**src/core/dps_defs.svh**
```systemverilog
// Timing counts, widths and reset values for the burst dual-port memory.
`ifndef DPS_DEFS_SVH
`define DPS_DEFS_SVH
`define DPS_ADDR_W           6
`define DPS_DATA_W           16
`define DPS_COUNTER_RST      6'h00
`define DPS_CLK_PERIOD_NS    20
`define DPS_FWD_DELAY_NS     30
`define DPS_CCS_NS           9
`define DPS_FWD_CYCLES       ((`DPS_FWD_DELAY_NS + `DPS_CLK_PERIOD_NS - 1) / `DPS_CLK_PERIOD_NS)
`endif

```
**src/core/dps_pkg.sv**
```systemverilog
// Types shared by the dual-port memory files.
package dps_pkg;
   typedef struct packed {
      logic       sel_n;
      logic       sel;
      logic       we_n;
      logic       address_strobe_n;
      logic       adv_n;
      logic       clr_n;
      logic [1:0] lane_n;
      logic       pipe;
   } dps_ctrl_type;
   typedef enum logic [1:0] {DPS_IDLE, DPS_READ, DPS_WRITE} dps_op_type;
endpackage

```
**src/core/dps_port.sv**
```systemverilog
// One port: pin sampling, burst counter, access decode and output stage.
`timescale 1ns/1ps
`include "dps_defs.svh"
module dps_port #(
   parameter int AW = `DPS_ADDR_W,
   parameter int DW = `DPS_DATA_W
) (
   // Clock and reset.
   input  wire logic                  clk,
   input  wire logic                  rst_n,
   // Link clock and pins, not yet synchronised.
   input  wire logic                  link_clk,
   input  wire dps_pkg::dps_ctrl_type ctrl_pin,
   input  wire logic [AW-1:0]         addr_pin,
   input  wire logic [DW-1:0]         din_pin,
   input  wire logic                  oe_n_pin,
   // Memory access.
   output logic                       acc_en,
   output logic                       acc_we,
   output logic [1:0]                 acc_lane,
   output logic [AW-1:0]              acc_addr,
   output logic [DW-1:0]              acc_wdata,
   input  wire logic [DW-1:0]         acc_rdata,
   // Data pins and burst address.
   output logic [DW-1:0]              dout,
   output logic [DW-1:0]              dout_oe,
   output logic [AW-1:0]              burst_addr
);
   localparam int CW = $bits(dps_pkg::dps_ctrl_type);
   // Two-stage synchronisers; stage one is read only by stage two.
   logic [CW+AW+DW:0]   s1_ff, s2_ff;
   logic                clk_s1_ff, clk_s2_ff, clk_s3_ff;
   always_ff @(posedge clk or negedge rst_n) begin
      if (!rst_n) begin
         s1_ff     <= '0;
         s2_ff     <= '0;
         clk_s1_ff <= 1'b0;
         clk_s2_ff <= 1'b0;
         clk_s3_ff <= 1'b0;
      end else begin
         s1_ff     <= {ctrl_pin, addr_pin, din_pin, oe_n_pin};
         s2_ff     <= s1_ff;
         clk_s1_ff <= link_clk;
         clk_s2_ff <= clk_s1_ff;
         clk_s3_ff <= clk_s2_ff;
      end
   end
   // Inputs are held by the host around the link edge, so the delayed copy is stable.
   dps_pkg::dps_ctrl_type ctl;
   logic [AW-1:0]         ad;
   logic [DW-1:0]         di;
   logic                  oe_n, edge_p, selected;
   assign {ctl, ad, di, oe_n} = s2_ff;
   assign edge_p   = clk_s2_ff & ~clk_s3_ff;
   assign selected = ~ctl.sel_n & ctl.sel;
   // Burst counter, independent of chip selects.
   logic [AW-1:0] cnt_ff;
   always_ff @(posedge clk or negedge rst_n) begin
      if (!rst_n) begin
         cnt_ff <= `DPS_COUNTER_RST;
      end else if (edge_p) begin
         if (!ctl.clr_n) begin
            cnt_ff <= `DPS_COUNTER_RST;
         end else if (!ctl.address_strobe_n) begin
            cnt_ff <= ad;
         end else if (!ctl.adv_n) begin
            cnt_ff <= cnt_ff + 1'b1;
         end
      end
   end
   assign burst_addr = cnt_ff;
   // Access address: pins on strobe, otherwise the counter's next value.
   always_comb begin
      if (!ctl.clr_n) begin
         acc_addr = '0;
      end else if (!ctl.address_strobe_n) begin
         acc_addr = ad;
      end else if (!ctl.adv_n) begin
         acc_addr = cnt_ff + 1'b1;
      end else begin
         acc_addr = cnt_ff;
      end
   end
   assign acc_en    = edge_p & selected;
   assign acc_we    = ~ctl.we_n;
   assign acc_lane  = ~ctl.lane_n;
   assign acc_wdata = di;
   // Flow stage captures at the access; pipe stage delays it one link cycle.
   logic [DW-1:0] flow_ff, pipe_ff;
   logic [1:0]    flow_lane_ff, pipe_lane_ff;
   always_ff @(posedge clk or negedge rst_n) begin
      if (!rst_n) begin
         flow_ff      <= '0;
         pipe_ff      <= '0;
         flow_lane_ff <= 2'h0;
         pipe_lane_ff <= 2'h0;
      end else if (edge_p) begin
         flow_ff      <= acc_rdata;
         flow_lane_ff <= (selected & ctl.we_n) ? ~ctl.lane_n : 2'h0;
         pipe_ff      <= flow_ff;
         pipe_lane_ff <= flow_lane_ff;
      end
   end
   // Output enable gates lanes combinationally.
   logic [1:0] lanes;
   assign lanes   = (ctl.pipe ? pipe_lane_ff : flow_lane_ff) & {2{~oe_n}};
   assign dout    = ctl.pipe ? pipe_ff : flow_ff;
   assign dout_oe = {{(DW/2){lanes[1]}}, {(DW/2){lanes[0]}}};
endmodule

```
**src/core/dps_top.sv**
```systemverilog
// Dual-port synchronous memory with per-port burst counters.
`timescale 1ns/1ps
`include "dps_defs.svh"
// How it works
// - Output enable and mode asynchronous; others sampled on edge.
// - Deselect floats outputs from next edge.
// - Pipelined select changes act one clock later.
// - Pipelined output follows previous cycle controls.
// - Pipelined read data one cycle after flow.
// - Strobe low accepts new address each cycle.
// - Strobe low uses pins, else counter.
// - Clear input zeroes counter, highest priority.
// - Strobe low loads counter from pins.
// - Advance high holds counter, same location.
// - Advance low increments counter by one.
// - Counter ignores chip selects.
// - Cross-port write visible to other port.
// - Read/write low writes, high reads.
// - Lane selects gate writes and read drivers.
// - Mode low flow-through, high pipelined.
// - Counter wraps to zero past top.
module dps_top #(
   parameter int AW = `DPS_ADDR_W,
   parameter int DW = `DPS_DATA_W
) (
   // Clock and reset.
   input  wire logic                  CLK,
   input  wire logic                  RESET_N,
   // Left port pins.
   input  wire logic                  LEFT_PORT_CLOCK,
   input  wire dps_pkg::dps_ctrl_type L_CTRL,
   input  wire logic [AW-1:0]         L_ADDR,
   input  wire logic [DW-1:0]         L_DATA_IN,
   input  wire logic                  L_OE_N,
   output logic [DW-1:0]              L_DATA_OUT,
   output logic [DW-1:0]              L_DATA_OE,
   output logic [AW-1:0]              L_BURST_ADDR,
   // Right port pins.
   input  wire logic                  RIGHT_PORT_CLOCK,
   input  wire dps_pkg::dps_ctrl_type R_CTRL,
   input  wire logic [AW-1:0]         R_ADDR,
   input  wire logic [DW-1:0]         R_DATA_IN,
   input  wire logic                  R_OE_N,
   output logic [DW-1:0]              R_DATA_OUT,
   output logic [DW-1:0]              R_DATA_OE,
   output logic [AW-1:0]              R_BURST_ADDR
);
   // ----------------------------------------
   // Reset release.
   // ----------------------------------------
   logic rst_a_ff, rst_b_ff;
   always_ff @(posedge CLK or negedge RESET_N) begin
      if (!RESET_N) begin
         rst_a_ff <= 1'b0;
         rst_b_ff <= 1'b0;
      end else begin
         rst_a_ff <= 1'b1;
         rst_b_ff <= rst_a_ff;
      end
   end
   // ----------------------------------------
   // Ports.
   // ----------------------------------------
   logic          l_en, r_en, l_we, r_we;
   logic [1:0]    l_lane, r_lane;
   logic [AW-1:0] l_addr, r_addr;
   logic [DW-1:0] l_wd, r_wd, l_rd, r_rd;
   // Each port has its own counter and output stage.
   dps_port #(.AW(AW), .DW(DW)) u_left (
      .clk        (CLK),
      .rst_n      (rst_b_ff),
      .link_clk   (LEFT_PORT_CLOCK),
      .ctrl_pin   (L_CTRL),
      .addr_pin   (L_ADDR),
      .din_pin    (L_DATA_IN),
      .oe_n_pin   (L_OE_N),
      .acc_en     (l_en),
      .acc_we     (l_we),
      .acc_lane   (l_lane),
      .acc_addr   (l_addr),
      .acc_wdata  (l_wd),
      .acc_rdata  (l_rd),
      .dout       (L_DATA_OUT),
      .dout_oe    (L_DATA_OE),
      .burst_addr (L_BURST_ADDR)
   );
   dps_port #(.AW(AW), .DW(DW)) u_right (
      .clk        (CLK),
      .rst_n      (rst_b_ff),
      .link_clk   (RIGHT_PORT_CLOCK),
      .ctrl_pin   (R_CTRL),
      .addr_pin   (R_ADDR),
      .din_pin    (R_DATA_IN),
      .oe_n_pin   (R_OE_N),
      .acc_en     (r_en),
      .acc_we     (r_we),
      .acc_lane   (r_lane),
      .acc_addr   (r_addr),
      .acc_wdata  (r_wd),
      .acc_rdata  (r_rd),
      .dout       (R_DATA_OUT),
      .dout_oe    (R_DATA_OE),
      .burst_addr (R_BURST_ADDR)
   );
   // ----------------------------------------
   // Array.
   // ----------------------------------------
   // Storage is not reset; contents are undefined at power-up like a real array.
   // Left write is applied after right, so a same-word collision keeps left: undefined by design.
   // Each lane owns its own array, so no storage element is written by two processes.
   genvar g;
   for (g = 0; g < 2; g++) begin : g_lane
      logic [DW/2-1:0] lane_ff [0:(1<<AW)-1];
      always_ff @(posedge CLK) begin
         if (r_en && r_we && r_lane[g]) begin
            lane_ff[r_addr] <= r_wd[g*(DW/2) +: DW/2];
         end
         if (l_en && l_we && l_lane[g]) begin
            lane_ff[l_addr] <= l_wd[g*(DW/2) +: DW/2];
         end
      end
   end
   // Reads see the stored word; a write one CLK earlier is visible, well inside 30 ns.
   assign l_rd = {g_lane[1].lane_ff[l_addr], g_lane[0].lane_ff[l_addr]};
   assign r_rd = {g_lane[1].lane_ff[r_addr], g_lane[0].lane_ff[r_addr]};
endmodule

```
**config.mk**
```make
export PLATFORM = sky130hd
export DESIGN_NAME = dps_top
export DESIGN_NICKNAME = d
export VERILOG_FILES = /design/src/core/dps_pkg.sv /design/src/core/dps_port.sv /design/src/core/dps_top.sv
export VERILOG_INCLUDE_DIRS = /design/src /design/src/core
export SDC_FILE = /design/constraint.sdc
export NUM_CORES = 2
export LEC_CHECK = 0
export ABC_AREA = 1
export BUFFER_PORTS_ARGS = -buffer_cell sky130_fd_sc_hd__buf_2
export CAP_MARGIN = 20
export CELL_PAD_IN_SITES_DETAIL_PLACEMENT = 0
export CELL_PAD_IN_SITES_GLOBAL_PLACEMENT = 1
export CORE_ASPECT_RATIO = 0.5
export CORE_MARGIN = 4
export CORE_UTILIZATION = 25
export CTS_BUF_LIST = sky130_fd_sc_hd__clkbuf_4
export DETAILED_ROUTE_END_ITERATION = 8
export PLACE_DENSITY = 0.62
export SLEW_MARGIN = 20
export SYNTH_ARGS = -nofsm -noshare
export SYNTH_HDL_FRONTEND = slang
export SYNTH_SLANG_ARGS = --single-unit
```
**constraint.sdc**
```tcl
create_clock -name CLK -period 7.2 [get_ports CLK]
set_clock_uncertainty 0.2 [all_clocks]
set_input_delay 1.08 -clock CLK [delete_from_list [all_inputs] [get_ports CLK]]
set_output_delay 1.08 -clock CLK [all_outputs]
set_load 0.01 [all_outputs]
```
==> results by group <==
Outcome
  – Status: finished clean

Logic synthesis
  – Yosys top cell by area: edfxtp_1
  – Main combinational cell family by area after synthesis: simple AND/OR/NAND/NOR gates
  – Syn_nets: slightly above 10k
  – Post-synth top cells: 4686 x nand2_1, 1024 x edfxtp_1, 908 x o21ai_0, 702 x o21ai_1, 624 x nand3_1
  – Simple logic cell fraction of the synthesized area: 32.9%
  – Synth Area in Adders: less than 1%
  – Synth Register Bits: 1244
  – Fraction of synthesized area in multiplexers: 0%
  – Seq/Total Area, Yosys: between 40% and 50%
  – Compound-Gate Fraction of Synth Area: a little under an eighth
  – Unique masters post-synth: 36
  – Main area contributors after synthesis: edfxtp_1 41%, nand2_1 23%, dfrtp_1 7.3%, o21ai_0 6.0%, o21ai_1 4.7%
  – Ys async rst share: between 10% and 20%
  – Top cell type's share of synthesized area: roughly 41%
  – Syn avg cell area: 7.34 um^2
  – Syn Inst Count: ~10k
  – Cell area after synthesis: 75300 um^2
  – Post-synth EDFFs: roughly 1.0k
  – Leading cell type by number of instances after synthesis: nand2_1
  – Post-Synth XOR/XNOR Area: 0%
  – Most used flip-flop cell after synthesis: edfxtp_1
  – Yosys synthesis warning count: 0

Setup path
  – CP Cell Sequence: ha_1 > inv_1 > nor2_1 > nor2_1 > nor2_1 > nand2_1 > buf_4 > nor2_1 > inv_1 > o31ai_1 > buf_4
  – Startpoint types: flop
  – Max incr delay on CP: 0.76 ns
  – CP Data Required Time: between 7 and 8 ns
  – CP arrival: 5.50 ns
  – CP most frequent cell: nor2_1
  – Crit end category: flop
  – Worst-path maximum fanout: 13
  – Crit Path Class: flop to flop
  – CP max stage cell: o31ai_1

Layout
  – Post-Route Utilization: about 28%
  – Final std cells w/o fill: between 10k and 15k
  – Register area: roughly 36000 um^2
  – Ratio of cells with drive above 1 in the final layout: ~11%
  – Nets: 10.3k
  – Filler cells: 32.7k
  – Area of the multi-input gates: approximately 34000 um^2
  – Area grow syn2layout: 12.5%

GRT
  – First-pass GRT wire length: a little over 500000 um
  – Overall routing resource usage: a little under a quarter
  – Vias in the first global route: around 67k
  – Total gr overflow: 0
  – Largest net degree at the start of global routing: 149
  – Initial antenna violation count: 29

Power and ir drop
  – Pwr/cell area: around 210 nW/um^2
  – Pleak: between 30 and 40 nW
  – Peak VDD IR: about 0.10 mV

Flow run
  – Max-Cap Viols: 0

Drt
  – Wirelength per Cell: approximately 25 um
  – Via count: around 73k
  – Post-DRT Antenna Nets: 0
  – Vias per inst: ~5
  – Initial DRC count: ~9.6k
  – DRC errors left: 0
  – DRT Pass-1 Iters: 7
  – WL final: ~370000 um

CTS
  – CTS resizes: 0
  – CTS Buf Count: 347
  – Clk root buf: clkbuf_4
  – CTS tree: yes
  – Clock slew at reported path FFs: approximately 0.070 ns
  – Clock sinks: 1244
  – Worst-skew pair later-pin latency: about 1.3 ns
  – H-tree levels: 5
  – Clock buffer depth: 4

Floorplanning
  – Die Wd: between 700 and 800 um
  – I/O Pins: about 140
  – Std cell rows: roughly 140
  – Initial Util: between 20% and 30%
  – Die H: between 300 and 400 um
  – Core Region: 300000 um^2
  – Total die area: roughly 310000 um^2

Timing
  – Max Slew Vio Count: 0
  – Measured slew at the worst slew-check pin: about 1.3 ns
  – Hold_ws: approximately 0.08 ns
  – Headroom to the max-slew limit: 12.2%
  – Fin crit share: between 60% and 70%
  – Final hold vios: 0
  – RSZ-0062 raised after global routing: no
  – Fmax: 0.207 GHz
  – Final worst path period need: between 4 and 5 ns
  – # setup viols final: 0
  – Total negative setup slack: 0 ns

Placed design
  – DP Wirelength: approximately 230000 um
  – I/O Buffers: 143
  – Placed insts: 13.8k
  – Final Wtd Congestion: about 0.89

Hold path
  – HP Class: flop to flop
state kept, by name (all words and copies together), names as in the netlist, 16 cells and up:
register,flops
g_lane.lane_ff,1024
u_left.s1_ff,32
u_left.s2_ff,32
u_right.s1_ff,32
u_right.s2_ff,32
u_left.flow_ff,16
u_left.pipe_ff,16
u_right.flow_ff,16
u_right.pipe_ff,16
cell usage in the layout, fill, tap and decap left out, types with 17 or more instances in the layout:
cell type      Yosys  routed
a21oi_1           20      20
buf_2            248     143
buf_4             42     236
clkbuf_4           0     518
clkinv_1          16      64
dfrtp_1          220     203
dfrtp_4            0      17
dlygate4sd3_1      0      71
edfxtp_1        1024    1024
inv_1            455     455
inv_2             21      32
nand2_1         4686    4684
nand3_1          624     622
nand3_2           49      51
nand3_4           46      46
nand3b_1          76      76
nor2_1           440     431
nor2_4            16      23
o21ai_0          908     889
o21ai_1          702     721
o31ai_1           48      37
final cells by class:
class	instances	area share (%)
flip-flops and latches	1244	42.9
multi-input cells	7671	39.6
well taps	4032	5.96
clock buffers	518	4.59
repair buffers	463	4.08
inverters	492	2.21
clock inverters	92	0.662
diodes	6	0.0177
repair_timing:
item / in CTS / in global routing
setup endpoints to repair: 0 / 0
buffers inserted: 0 / 0
endpoints found under the hold margin: 73 / 0
hold buffers: 71 / 0
per-stage QoR:
stage          total power [W]  instance area (um^2)  setup WS, ns
2_1_floorplan          0.00987                 75300         0.415
3_5_place_dp            0.0113                 79500          2.58
5_1_grt                 0.0189                 84700          2.24
6_report                0.0182                 84700          2.38
3_3_place_gp            0.0113                 79500          2.36
4_1_cts                 0.0183                 84700          2.46
cells by family (layout without fill, tap and decap cells):
| kind of cell | Yosys count | count (layout) |
|---|---|---|
| and+or+nand+nor | 5981 | 5981 |
| adders and majority gates | 2 | 2 |
| other | 1 | 7 |
| buffers and inverters | 1350 | 1565 |
| DFF | 1244 | 1244 |
| AOI/OAI and AO/OA | 1687 | 1687 |
report_power, final:
part | switching (W) | internal [W] | leakage [nW]
Sequential | 0.000213 | 0.00792 | 11.8
Combinational | 0.00237 | 0.000712 | 24.3
Clock | 0.00343 | 0.00353 | 2.66
Total | 0.00602 | 0.0122 | 38.8
worst max-delay path, delay by kind of cell (launching register included):
kind,cells,cell delay [ns]
buf+inv,4,1.33
flops,1,0.43
fa+ha+maj,1,0.30
compound gates,1,0.76
simple gates,5,1.40
final timing paths:
kind / end / start / cells after the start / slack [ns]
setup / recovery: g_lane[1].lane_ff[50][1]$_DFFE_PP_ / u_right.burst_addr[0]$_DFFE_PN0P_ / 11 / 2.38
hold / removal: u_left.s2_ff[4]$_DFF_PN0_ / u_left.s1_ff[4]$_DFF_PN0_ / 0 / 0.08
setup reg to reg: g_lane[1].lane_ff[50][1]$_DFFE_PP_ / u_right.burst_addr[0]$_DFFE_PN0P_ / 11 / 2.38
hold reg to reg: u_left.s2_ff[4]$_DFF_PN0_ / u_left.s1_ff[4]$_DFF_PN0_ / 0 / 0.08
max in group asynchronous: u_right.s2_ff[24]$_DFF_PN0_ / rst_b_ff$_DFF_PN0_ / 2 / 5.09
min in group asynchronous: u_left.flow_ff[11]$_DFFE_PN0P_ / rst_b_ff$_DFF_PN0_ / 1 / 0.22
per-layer routing:
metal  up-vias  share of wire (%)  GRT usage, %
met5         -              0.011             0
met4         6                4.7          9.72
met3       653                9.6          4.13
met2      3847                 42          33.6
met1     34900                 44          32.3
li1      33500                  -             -
No activity file was read; power rests on OpenSTA's default activity.
